**src/hdl/lfrc_pkg.sv**
```systemverilog
/*
  Package for the low-frequency RC oscillator control block: register
  offsets, alias windows, field positions, reset values and the state record.
  Assumes a 32-bit APB slave port with byte addresses and aligned words.
*/
package lfrc_pkg;

  // ****************************************************************
  // Register offsets, low 12 address bits
  // ****************************************************************
  localparam logic [11:0] OFS_MODULE_VERSION = 12'h000;
  localparam logic [11:0] OFS_OSC_CONTROL = 12'h004;
  localparam logic [11:0] OFS_OSC_STATUS = 12'h008;
  localparam logic [11:0] OFS_FREQ_CALIBRATION = 12'h00C;
  localparam logic [11:0] OFS_IRQ_FLAGS = 12'h014;
  localparam logic [11:0] OFS_IRQ_ENABLES = 12'h018;
  localparam logic [11:0] OFS_SYNC_BUSY_FLAGS = 12'h01C;
  localparam logic [11:0] OFS_CONFIG_LOCK_KEY = 12'h020;

  // ****************************************************************
  // Alias windows selected by address bits 13:12
  // ****************************************************************
  typedef enum logic [1:0] {
    WIN_NORMAL,
    WIN_SET,
    WIN_CLEAR,
    WIN_TOGGLE
  } lfrc_win_e;

  // ****************************************************************
  // Field positions
  // ****************************************************************
  localparam int BIT_FORCE_ON = 0;
  localparam int BIT_ON_REQUEST_DISABLE = 1;
  localparam int BIT_STAT_READY = 0;
  localparam int BIT_STAT_CORE_ENABLED = 16;
  localparam int BIT_STAT_LOCKED = 31;
  localparam int BIT_READY_FLAG = 0;
  localparam int BIT_RISE_EDGE_FLAG = 1;
  localparam int BIT_FALL_EDGE_FLAG = 2;
  localparam int BIT_CAL_SYNC_PENDING = 0;
  localparam int TRIM_W = 8;
  localparam int KEY_W = 16;

  // ****************************************************************
  // Reset values and constants
  // ****************************************************************
  localparam logic [7:0] RST_FREQ_TRIM = 8'hA5;
  localparam logic [15:0] UNLOCK_KEY = 16'h2603;
  localparam logic [31:0] RST_REVISION = 32'h0000_0101;
  localparam int RST_QUAL_EDGES = 4;
  localparam int CLK_PROPAGATE_CYCLES = 2;

  // ****************************************************************
  // Complete state of the controller
  // ****************************************************************
  typedef struct packed {
    logic forceOn;
    logic onRequestDisable;
    logic locked;
    logic [7:0] freqTrimA;
    logic [7:0] freqTrimOsc;
    logic calSyncPending;
    logic [2:0] irqFlags;
    logic [2:0] irqEnables;
    logic [7:0] qualCount;
    logic ready;
    logic oscPrev;
    logic [1:0] clkPipe;
    logic wakeup;
    logic preadyOut;
    logic pslverrOut;
    logic [31:0] prdataOut;
  } lfrc_state_s;

endpackage

```
**src/hdl/lfrc_ctrl.sv**
```systemverilog
/*
  Control wrapper for a 32.768 kHz RC oscillator: on-request enabling,
  start-up qualification, trim synchronisation, configuration lock,
  ready and edge flags with deep sleep wakeup, APB register slave.
  Assumes the oscillator clock and all requests arrive synchronous to clk_sys.
*/
module lfrc_ctrl #(
  parameter logic [31:0] MODULE_REVISION = lfrc_pkg::RST_REVISION, // Arbitrary value
  parameter int QUAL_EDGES = lfrc_pkg::RST_QUAL_EDGES
) (
  input wire logic clk_sys,
  input wire logic rstn,
  input wire logic psel,
  input wire logic penable,
  input wire logic pwrite,
  input wire logic [13:0] paddr,
  input wire logic [31:0] pwdata,
  output logic [31:0] prdata,
  output logic pready,
  output logic pslverr,
  input wire logic clockRequest,
  input wire logic oscClk,
  input wire logic prodTrimLoad,
  input wire logic [7:0] prodTrim,
  output logic coreEnable,
  output logic [7:0] freqTrimOsc,
  output logic clkToCmu,
  output logic wakeupReq
);

  // ****************************************************************
  // State
  // ****************************************************************
  lfrc_pkg::lfrc_state_s s_q;
  lfrc_pkg::lfrc_state_s s_d;

  logic [11:0] ofs;
  lfrc_pkg::lfrc_win_e win;
  logic setupPhase;
  logic wrAccept;
  logic edgeReq;
  logic enableNow;
  logic oscRise;
  logic oscFall;
  logic mapped;
  logic lockable;
  logic [31:0] readMux;
  logic [2:0] hwSet;

  assign ofs = paddr[11:0];
  assign win = lfrc_pkg::lfrc_win_e'(paddr[13:12]);
  assign setupPhase = psel & ~penable;
  assign wrAccept = psel & penable & s_q.preadyOut & pwrite & ~s_q.pslverrOut;
  assign edgeReq = s_q.irqEnables[lfrc_pkg::BIT_RISE_EDGE_FLAG]
    | s_q.irqEnables[lfrc_pkg::BIT_FALL_EDGE_FLAG];
  assign enableNow = s_q.forceOn
    | (~s_q.onRequestDisable & (clockRequest | edgeReq));
  assign oscRise = oscClk & ~s_q.oscPrev;
  assign oscFall = ~oscClk & s_q.oscPrev;
  assign lockable = (ofs == lfrc_pkg::OFS_FREQ_CALIBRATION)
    | (ofs == lfrc_pkg::OFS_OSC_CONTROL);

  // Alias write: plain, set, clear or toggle
  function automatic logic [31:0] alias_wr(input logic [1:0] w, input logic [31:0] old,
                                           input logic [31:0] dat);
    logic [31:0] r;
    r = dat;
    case (w)
      2'd1: r = old | dat;
      2'd2: r = old & ~dat;
      2'd3: r = old ^ dat;
      default: r = dat;
    endcase
    return r;
  endfunction

  // ****************************************************************
  // Read decode
  // ****************************************************************
  always_comb begin
    readMux = 32'h0000_0000;
    mapped = 1'b1;
    case (ofs)
      lfrc_pkg::OFS_MODULE_VERSION: readMux = MODULE_REVISION;
      lfrc_pkg::OFS_OSC_CONTROL: begin
        readMux[lfrc_pkg::BIT_FORCE_ON] = s_q.forceOn;
        readMux[lfrc_pkg::BIT_ON_REQUEST_DISABLE] = s_q.onRequestDisable;
      end
      lfrc_pkg::OFS_OSC_STATUS: begin
        readMux[lfrc_pkg::BIT_STAT_LOCKED] = s_q.locked;
        readMux[lfrc_pkg::BIT_STAT_CORE_ENABLED] = enableNow;
        readMux[lfrc_pkg::BIT_STAT_READY] = s_q.ready;
      end
      lfrc_pkg::OFS_FREQ_CALIBRATION: readMux[7:0] = s_q.freqTrimA;
      lfrc_pkg::OFS_IRQ_FLAGS: readMux[2:0] = s_q.irqFlags;
      lfrc_pkg::OFS_IRQ_ENABLES: readMux[2:0] = s_q.irqEnables;
      lfrc_pkg::OFS_SYNC_BUSY_FLAGS:
        readMux[lfrc_pkg::BIT_CAL_SYNC_PENDING] = s_q.calSyncPending;
      lfrc_pkg::OFS_CONFIG_LOCK_KEY: readMux = 32'h0000_0000;
      default: mapped = 1'b0;
    endcase
  end

  // ****************************************************************
  // Next state
  // ****************************************************************
  always_comb begin
    logic [31:0] nv;
    nv = 32'h0000_0000;
    hwSet = 3'b000;
    s_d = s_q;
    s_d.oscPrev = oscClk;

    // Start-up qualification counts oscillator rising edges
    if (!enableNow) begin
      s_d.qualCount = 8'h00;
      s_d.ready = 1'b0;
    end else if (!s_q.ready && oscRise) begin
      if (32'(s_q.qualCount) + 32'd1 >= 32'(QUAL_EDGES)) begin
        s_d.ready = 1'b1;
        hwSet[lfrc_pkg::BIT_READY_FLAG] = 1'b1;
      end else begin
        s_d.qualCount = s_q.qualCount + 8'h01;
      end
    end

    // Clock gated by ready, two register stages to the CMU side
    s_d.clkPipe = {s_q.clkPipe[0], oscClk & s_q.ready};

    // Edge flags only while an edge enable is on
    if (edgeReq && s_q.ready) begin
      hwSet[lfrc_pkg::BIT_RISE_EDGE_FLAG] = oscRise;
      hwSet[lfrc_pkg::BIT_FALL_EDGE_FLAG] = oscFall;
    end

    // Trim transfer into the oscillator side on its rising edge, or at once while the core is disabled
    if (s_q.calSyncPending && (oscRise || !enableNow)) begin
      s_d.freqTrimOsc = s_q.freqTrimA;
      s_d.calSyncPending = 1'b0;
    end

    // Production trim load at boot
    if (prodTrimLoad) begin
      s_d.freqTrimA = prodTrim;
      s_d.calSyncPending = 1'b1;
    end

    // APB: answer in the access phase following setup
    s_d.preadyOut = setupPhase;
    if (setupPhase) begin
      s_d.prdataOut = pwrite ? 32'h0000_0000 : readMux;
      s_d.pslverrOut = ~mapped | (pwrite & lockable & s_q.locked);
    end

    if (wrAccept) begin
      case (ofs)
        lfrc_pkg::OFS_OSC_CONTROL: begin
          nv = alias_wr(win,
                        {30'h0, s_q.onRequestDisable, s_q.forceOn}, pwdata);
          s_d.forceOn = nv[lfrc_pkg::BIT_FORCE_ON];
          s_d.onRequestDisable = nv[lfrc_pkg::BIT_ON_REQUEST_DISABLE];
        end
        lfrc_pkg::OFS_FREQ_CALIBRATION: begin
          nv = alias_wr(win, {24'h0, s_q.freqTrimA}, pwdata);
          s_d.freqTrimA = nv[7:0];
          s_d.calSyncPending = 1'b1;
        end
        lfrc_pkg::OFS_IRQ_FLAGS: begin
          nv = alias_wr(win, {29'h0, s_q.irqFlags}, pwdata);
          s_d.irqFlags = nv[2:0];
        end
        lfrc_pkg::OFS_IRQ_ENABLES: begin
          nv = alias_wr(win, {29'h0, s_q.irqEnables}, pwdata);
          s_d.irqEnables = nv[2:0];
        end
        lfrc_pkg::OFS_CONFIG_LOCK_KEY:
          s_d.locked = (pwdata[15:0] != lfrc_pkg::UNLOCK_KEY);
        default: s_d.locked = s_q.locked;
      endcase
    end

    // Hardware set wins over a software clear
    s_d.irqFlags = s_d.irqFlags | hwSet;
    s_d.wakeup = |(s_d.irqFlags & s_d.irqEnables);
  end

  // ****************************************************************
  // Registers
  // ****************************************************************
  always_ff @(posedge clk_sys) begin
    if (!rstn) begin
      s_q <= '0;
      s_q.freqTrimA <= lfrc_pkg::RST_FREQ_TRIM;
      s_q.freqTrimOsc <= lfrc_pkg::RST_FREQ_TRIM;
    end else begin
      s_q <= s_d;
    end
  end

  // ****************************************************************
  // Outputs
  // ****************************************************************
  assign prdata = s_q.prdataOut;
  assign pready = s_q.preadyOut;
  assign pslverr = s_q.preadyOut & s_q.pslverrOut;
  assign coreEnable = enableNow;
  assign freqTrimOsc = s_q.freqTrimOsc;
  assign clkToCmu = s_q.clkPipe[1];
  assign wakeupReq = s_q.wakeup;

endmodule // lfrc_ctrl

```
**config.mk**
```make
export PLATFORM = sky130hd
export DESIGN_NAME = lfrc_ctrl
export DESIGN_NICKNAME = d
export VERILOG_FILES = /design/src/hdl/lfrc_pkg.sv /design/src/hdl/lfrc_ctrl.sv
export SDC_FILE = /design/constraint.sdc
export NUM_CORES = 1
export LEC_CHECK = 0
export BUFFER_PORTS_ARGS = -buffer_cell sky130_fd_sc_hd__buf_2
export CELL_PAD_IN_SITES_DETAIL_PLACEMENT = 1
export CELL_PAD_IN_SITES_GLOBAL_PLACEMENT = 1
export CORE_ASPECT_RATIO = 0.7
export CORE_UTILIZATION = 25
export DETAILED_ROUTE_END_ITERATION = 12
export GPL_TIMING_DRIVEN = 1
export PLACE_DENSITY = 0.65
export SYNTH_ARGS = -nofsm -noshare
export SYNTH_HDL_FRONTEND = slang
export SYNTH_SLANG_ARGS = --single-unit
```
**constraint.sdc**
```tcl
create_clock -name clk_sys -period 2.83 [get_ports clk_sys]
set_clock_uncertainty 0.15 [all_clocks]
set_input_delay 0.1415 -clock clk_sys [delete_from_list [all_inputs] [get_ports clk_sys]]
set_output_delay 0.1415 -clock clk_sys [all_outputs]
set_load 0.005 [all_outputs]
```
After elaboration in Yosys (flattened, before gate mapping)
Cells that the tools add are included.
{"block": "classes", "order_cmp": 1, "n_mux": 26, "n_eq_ne": 11, "n_addsub": 2, "bitwise": 39, "n_reduce_logical": 14}
{"op": "$eq A12 B5 Y1 const B", "count": 3}
{"op": "$mux W32", "count": 1}
{"op": "$eq A12 B4 Y1 const B", "count": 2}
{"op": "$mux W8", "count": 3}
{"op": "$pmux W8 S3", "count": 1}
{"op": "$pmux W3 S3", "count": 2}
{"op": "$ne A16 B14 Y1 const B", "count": 1}
{"op": "$and A1 B1 Y1", "count": 12}
{"op": "$eq A12 B3 Y1 const B", "count": 1}
{"op": "$eq A12 B6 Y1 const B", "count": 1}
{"op": "$logic_not A12 Y1", "count": 1}
{"op": "$mux W1", "count": 10}
{"op": "$reduce_and A2 Y1", "count": 5}
{"op": "$add A8 B1 Y9 const B", "count": 1}
{"op": "$and A3 B3 Y3", "count": 3}
{"op": "$ge A9 B3 Y1 const B", "count": 1}
{"op": "$or A3 B3 Y3", "count": 3}
{"op": "$add A8 B1 Y8 const B", "count": 1}
{"op": "$and A8 B8 Y8", "count": 1}
{"op": "$not A8 Y8", "count": 1}
{"op": "$or A8 B8 Y8", "count": 1}
{"op": "$reduce_or A8 Y1", "count": 1}
{"op": "$xor A8 B8 Y8", "count": 1}
{"op": "$mux W7", "count": 1}
{"op": "other kinds (19)", "count": 35}
{"block": "totals", "in_bits": 62, "regBits": 73, "out_inout_bits": 45, "elab_cells": 109}

Depth between registers and ports, before layout
Gate-level depths: netlist of run 1.
{"block": "logic_depth", "depth_word": 14, "mapped_depth": 8, "mapped_depth_nobuf": 8}

Worst setup path before layout of run 1
Ideal clock, no wire load.
{"block": "synth_path", "kind": "input -> register", "from": "in paddr[9]", "to": "reg s_q, in the netlist wakeupReq", "arrival_ns": 1.739, "n_path_buf": 0, "slack_ns": 0.819, "cell_stages": 6, "cell_sequence": "or4_4 -> nor4_4 -> nand3_2 -> nor3_2 -> a21oi_1 -> a221o_1"}
{"block": "synth_via", "elab_chain_len": 6}
{"element": "start: declaration", "line": "lfrc_ctrl.sv:16", "rtl": "input wire logic [13:0] paddr,"}
{"element": "$eq A12 B5 Y1", "line": "lfrc_ctrl.sv:156", "rtl": "case (ofs)"}
{"element": "$mux W3", "line": "lfrc_ctrl.sv:156"}
{"element": "$mux W7 (*)", "line": "lfrc_ctrl.sv:155", "rtl": "if (wrAccept) begin"}
{"element": "$or A3 B3 Y3", "line": "lfrc_ctrl.sv:183", "rtl": "s_d.irqFlags = s_d.irqFlags | hwSet;"}
{"element": "$and A3 B3 Y3 (*)", "line": "lfrc_ctrl.sv:184", "rtl": "s_d.wakeup = |(s_d.irqFlags & s_d.irqEnables);"}
{"element": "$reduce_or A3 Y1 (*)", "line": "lfrc_ctrl.sv:184"}
{"element": "end: declaration", "line": "lfrc_ctrl.sv:34", "rtl": "lfrc_pkg::lfrc_state_s s_q;"}
Every way passes the cells marked *; elsewhere a longest branch is shown, timed or not.
A chain may end at the register's enable or synchronous reset.

Worst setup path after layout of run 1
{"block": "layout_path", "from": "reg s_q[39] in the netlist's numbering", "to": "reg s_q, in the netlist wakeupReq"}
{"block": "layout_via", "elab_chain_len": 8}
{"element": "$add A8 B1 Y9", "line": "lfrc_ctrl.sv:119", "rtl": "if (32'(s_q.qualCount) + 32'd1 >= 32'(QUAL_EDGES)) begin"}
{"element": "$ge A9 B3 Y1", "line": "lfrc_ctrl.sv:119"}
{"element": "$mux W1", "line": "lfrc_ctrl.sv:119"}
{"element": "$mux W1", "line": "lfrc_ctrl.sv:118", "rtl": "end else if (!s_q.ready && oscRise) begin"}
{"element": "$mux W1", "line": "lfrc_ctrl.sv:115", "rtl": "if (!enableNow) begin"}
{"element": "$or A3 B3 Y3", "line": "lfrc_ctrl.sv:183"}
{"element": "$and A3 B3 Y3", "line": "lfrc_ctrl.sv:184"}
{"element": "$reduce_or A3 Y1", "line": "lfrc_ctrl.sv:184"}
Every way passes these cells.

==> flow_summary_export.csv, run 1 <==
group,metric,value,unit
outcome,outcome,"finished clean",
critical_path,cp_top_family,"compound AO/OA/AOI/OAI gates",
power,combPwrFrac,0.151,
routing,drtPass1Iterations,4,
floorplanning,rows,36,
finish,fillerInstances,1721,
yosys,synth_cells,422,
floorplanning,core_area,13900,sq um
yosys,ys.flop_type,"dfxtp_1",
place,dp_hpwl,7.56,mm
yosys,synth_cell_types,49,
critical_path,crit_required,2.87,ns
power,leakage,1.80,nW
global_routing,grt_max_degree,29,
finish,nNetsFinal,558,
power,seq_power_share,0.467,
critical_path,critPathBufInv,0,
yosys,yosys-top-cells-count,"52 x dfxtp_1, 47 x nor2_1, 40 x buf_4",
clock_tree,clkTransAtPathRegs,0.07,ns
floorplanning,die_w,144,um
critical_path,worstSetupStartpoint,"s_q[39]",
critical_path,crit_chain,"ha_1 > o211ai_1 > a21oi_1 > a2111oi_2 > o21ai_1 > a221o_1",
yosys,synth.top_cells.by_area,"dfxtp_1 29%, ha_1 12%, buf_4 8.5%, nor2_1 5.0%, a21oi_1 4.2%",
clock_tree,cts_max_level,2,
clock_tree,cts.root.buffer_cell,"clkbuf_16",
yosys,avgSynthCellArea,8.40,sq um
yosys,synth_edf_count,0,
critical_path,slowest_stage,"a2111oi_2",
routing,ant_nets,0,
timing,slew_viol_final,0,
floorplanning,io_pins,107,
clock_tree,tritoncts,"done",
floorplanning,initial_core_util,0.256,
timing,worstMarginPinSlew,0.842,ns
finish,drive_gt1_frac,0.218,
critical_path,cp-end-kind,"register",
min_path,hp-start,"prodTrim[2]",
clock_tree,ctsResizeCount,0,
yosys,netlist_area,3550,sq um
timing,tns,0,ns
finish,final_core_util,0.286,
critical_path,path_depth,6,
yosys,synth_warnings,0,
finish,num_antenna_cells,0,
yosys,synth-seq-area-share,0.294,
yosys,ys_ff_latch,52,
timing,post-route-min-period,2.19,ns
yosys,synth_largest_area_cell,"dfxtp_1",
routing,wl,9.62,mm
power,power.net_switching,0.459,mW
floorplanning,die_area,14700,sq um
critical_path,r2r_slack,0.64,ns
yosys,synth_top_area_frac,0.294,
clock_tree,postCtsHoldBufs,1,
run,max-cap-violations,0,
critical_path,path_max_fanout,5,
routing,via_per_inst,4.64,
clock_tree,numCtsBuffers,5,
routing,wl_per_cell,14.7,um
critical_path,reg2reg_to,"wakeupReq",
global_routing,grt.overflow.total,0,
place,gp_congestion,0.789,
place,port_buffers,69,
power,p_per_area,411,nW/um^2
timing,relSlewSlack,0.434,
critical_path,reg2reg_from,"s_q[39]",
critical_path,endpoint,"wakeupReq",
power,clockPowerShare,0.382,
timing,clock.fmax,457,MHz
global_routing,grt_pass1_vias,3070,
timing,period_share,0.773,
global_routing,gr-usage-all-layers,0.138,
timing,finalSetupViolations,0,
global_routing,grt_pass1_wl,15.6,mm
critical_path,cp.arrival,2.23,ns
floorplanning,fp.dieH,102,um
routing,post-route-drc-count,0,
critical_path,startpoint_type,"register",
power,max-vdd-ir-drop,0.000215,V
critical_path,setup.worst_path.class,"reg -> reg",
min_path,min_path_type,"in -> reg",
routing,vias,3028,
critical_path,rr_worst_depth,6,
timing,rsz0062_at_grt,"false",
place,dpl.cell_count,644,
finish,stdcell_count,653,
routing,drt_iter0_drc,172,
critical_path,max_stage_delay,0.54,ns
finish,synthToLayoutAreaGrowth,12.1,%
yosys,yosysMostFrequentCell,"dfxtp_1",
clock_tree,cts_buffer_depth,2,
power,internal_power,1.18,mW
global_routing,antenna_found_initial,0,
yosys,async_reset_ff_frac,0,
clock_tree,cts.sinks,52,
clock_tree,clkLatencyLatePin,0.30,ns
clock_tree,cts_setup_buffers,0,
power,swShare,0.281,
timing,hold_viol_final,0,
-- logic make-up (layout without fill, tap and decap cells) --
group	after synthesis	count (layout)	share of synthesized area
flops	52	52	0.294
buf+inv	91	112	0.148
fa+ha+maj	34	34	0.120
other cells	1	21	0.00106
compound gates	92	92	0.168
xor+xnor	2	2	0.00494
mux	15	15	0.0635
simple gates	135	135	0.201
-- flip-flops by register name (all words and copies together), names as in the netlist --
signal / count
freqTrimOsc: 8
s_q: 29
pready: 1
clkToCmu: 1
wakeupReq: 1
prdata: 11
s_d: 1
-- metal layers --
layer  GRT usage  vias to the layer above  wire, um
met5           0                        -         0
li1            -                     1482         -
met3      0.0236                        5       367
met1       0.192                     1472      4960
met4      0.0364                        0        67
met2       0.221                       69      4230
-- placed cells by master, fill, tap and decap left out, types with 3 or more instances in the layout --
| master | instances |
|---|---|
| dfxtp_1 | 52 |
| nor4_1 | 3 |
| a21oi_1 | 30 |
| conb_1 | 21 |
| nand3_2 | 3 |
| clkbuf_16 | 5 |
| inv_1 | 30 |
| nor3_1 | 5 |
| and2_1 | 8 |
| o21ai_0 | 8 |
| nand4_1 | 4 |
| o211ai_1 | 13 |
| nand3_1 | 3 |
| nor2_1 | 47 |
| mux2i_1 | 9 |
| o21ai_1 | 8 |
| nand2b_1 | 3 |
| ha_1 | 34 |
| nand2_1 | 32 |
| nor2b_1 | 6 |
| a22oi_1 | 8 |
| mux4_2 | 6 |
| buf_2 | 69 |
| a31oi_1 | 3 |
| a211oi_1 | 13 |
| and3_1 | 5 |
| buf_4 | 3 |
-- power by group through the flow --
stage | combinational [mW] | clock, mW | sequential, mW
6_report | 0.246 | 0.625 | 0.764
2_1_floorplan | 0.190 | 0 | 0.774
3_3_place_gp | 0.232 | 0 | 0.780
5_1_grt | 0.279 | 0.666 | 0.766
3_5_place_dp | 0.245 | 0 | 0.780
4_1_cts | 0.248 | 0.641 | 0.763
-- worst min path at each step --
stage,endpoint,slack [ns],depth (start not counted)
after floorplan,s_q[37],0.11,1
after global placement,s_q[37],0.24,2
after detailed placement,s_q[37],0.25,2
after CTS,s_q[32],0.03,4
after global routing,prdata[0],0.06,4
final,s_q[64],0.04,5
-- layout make-up --
cell class	count	area, sq um	area share
Clock buffer	6	129	0.0324
Clock inverter	2	16.3	0.00409
Inverter	31	116	0.0293
Multi-Input combinational cell	299	2060	0.517
Sequential cell	52	1040	0.262
Tap cell	190	238	0.0598
Timing Repair Buffer	73	378	0.0951
-- worst register-to-register path, cell delays in order, from the launching register on --
cell and delay [ns]:
dfxtp_1 0.36, ha_1 0.26, o211ai_1 0.18, a21oi_1 0.10, a2111oi_2 0.54, o21ai_1 0.18, a221o_1 0.32
-- stage by stage --
stage | total power [mW] | setup slack, ns | hold WS, ns | instance area, sq um
2_1_floorplan | 0.965 | 0.819 | 0.113 | 3620
5_1_grt | 1.71 | 0.392 | 0.0635 | 3970
6_report | 1.64 | 0.642 | 0.0355 | 3970
3_5_place_dp | 1.03 | 0.436 | 0.253 | 3820
4_1_cts | 1.65 | 0.607 | 0.0321 | 3970
3_3_place_gp | 1.01 | 0.545 | 0.240 | 3820
(Power assumes the default switching activity.)
==> run 2: changes to the inputs <==
- clock period: 2.83 -> 2.3 ns (I/O delays scaled with it)
==> flow_summary_export.csv, run 2 (synthesized netlist as in run 1, its figures left out) <==
group,metric,value,unit
finish,top_register,"s_q",
clock_tree,cts_max_level,2,
place,port_buffers,69,
global_routing,gr-usage-all-layers,0.141,
finish,largest_register_ffs,29,
critical_path,rr_worst_depth,6,
routing,drtPass1Iterations,4,
timing,clock.fmax,482,MHz
critical_path,path_max_fanout,5,
floorplanning,fp.dieH,102,um
min_path,hp-start,"prodTrim[7]",
power,leakage,1.86,nW
timing,post-route-min-period,2.08,ns
min_path,min_path_type,"in -> reg",
timing,slew_viol_final,0,
clock_tree,numCtsBuffers,5,
finish,final_core_util,0.294,
power,max-vdd-ir-drop,0.000227,V
critical_path,crit_required,2.34,ns
global_routing,grt_max_degree,29,
power,p_per_area,498,nW/um^2
routing,ant_nets,0,
timing,finalSetupViolations,0,
timing,tns,0,ns
global_routing,grt_pass1_wl,15.9,mm
finish,layout_common_cells,"69 x buf_2, 52 x dfxtp_1, 47 x nor2_1",
finish,final_common_cell,"buf_2",
critical_path,cp.arrival,2.11,ns
floorplanning,rows,36,
routing,post-route-drc-count,0,
clock_tree,cts_buffer_depth,2,
critical_path,reg2reg_to,"wakeupReq",
timing,setup_ws,0.224,ns
timing,worstMarginPinSlew,0.593,ns
min_path,hold_path_depth,5,
floorplanning,die_w,144,um
routing,vias,3107,
timing,rsz0062_at_grt,"false",
critical_path,reg2reg_from,"s_q[39]",
finish,regArea,1040,sq um
floorplanning,core_area,13900,sq um
finish,nNetsFinal,569,
place,dp_slack,0.0487,ns
critical_path,startpoint_type,"register",
global_routing,grt_pass1_vias,3077,
outcome,outcome,"finished clean",
clock_tree,cts.root.buffer_cell,"clkbuf_16",
finish,multi_input_area,2070,sq um
min_path,hold_end,"s_q[69]",
floorplanning,initial_core_util,0.256,
routing,drt_iter0_drc,186,
place,gp_congestion,0.799,
routing,wl,9.99,mm
routing,via_per_inst,4.68,
routing,wl_per_cell,15.1,um
finish,num_antenna_cells,0,
floorplanning,die_area,14700,sq um
finish,synthToLayoutAreaGrowth,15.1,%
clock_tree,clkLatencyLatePin,0.30,ns
timing,hold_viol_final,0,
global_routing,antenna_found_initial,0,
timing,period_share,0.902,
run,max-cap-violations,0,
finish,drive_gt1_frac,0.232,
global_routing,grt.overflow.total,0,
critical_path,r2r_slack,0.22,ns
clock_tree,clkTransAtPathRegs,0.08,ns
place,dp_hpwl,7.74,mm
critical_path,setup.worst_path.class,"reg -> reg",
clock_tree,cts.sinks,52,
critical_path,cp-end-kind,"register",
clock_tree,tritoncts,"done",
floorplanning,io_pins,107,
timing,relSlewSlack,0.605,
finish,fillerInstances,1705,
clock_tree,cts_setup_buffers,0,
[run 2: cell types whose count changed in the layout (fill, tap and decap cells not counted), sizes merged]
| cell | change |
|---|---|
| clkinvlp | +1 |
| dlygate4sd3 | +3 |
| buf | +8 |
| clkbuf | -1 |
[run 2: what timing repair did]
item	4_1_cts	5_1_grt
hold buffers	4	0
endpoints found under the setup margin	0	3
endpoints found under the hold margin	5	0
gates resized for setup	0	1
[run 2: worst max-delay path, cell delays in order, from the launching register on]
cell	delay, ns
dfxtp_1	0.36
ha_1	0.25
o211ai_1	0.17
a21oi_1	0.13
a2111oi_4	0.44
o21ai_1	0.15
a221o_1	0.30
[run 2: per-layer routing]
layer	vias up	share of wire	track usage
li1	1498	-	-
met1	1497	0.49	0.198
met2	100	0.44	0.218
met3	12	0.058	0.0303
met4	0	0.011	0.0356
met5	-	0	0
[run 2: worst max path at each step]
stage / to / startpoint / slack, ns
floorplan: wakeupReq / paddr[9] / 0.32
global placement: wakeupReq / paddr[9] / 0.09
detailed placement: wakeupReq / paddr[9] / 0.05
CTS: wakeupReq / s_q[39] / 0.08
global route: wakeupReq / s_q[39] / 0.08
finish: wakeupReq / s_q[39] / 0.22
[run 2: cell type report]
type	instances	area share
Clock buffer	5	0.0307
Inverter	31	0.0285
Timing Repair Buffer	84	0.115
Clock inverter	3	0.00583
Tap cell	190	0.0583
Multi-Input combinational cell	299	0.507
Sequential cell	52	0.255
[run 2: power breakdown]
group	leakage, nW	switching [mW]	internal (mW)	total [mW]
clock	0.0660	0.371	0.406	0.777
combinational	1.37	0.188	0.128	0.316
sequential	0.423	0.0191	0.920	0.939
[run 2: per-stage QoR]
step	cells	instance area, sq um	total power, mW	hold slack (ns)
final	664	4080	2.03	0.0187
after global routing	664	4080	2.13	0.0443
after floorplan	442	3620	1.19	0.0867
after global placement	652	3880	1.25	0.210
after detailed placement	652	3880	1.27	0.247
after CTS	664	4070	2.06	0.0109
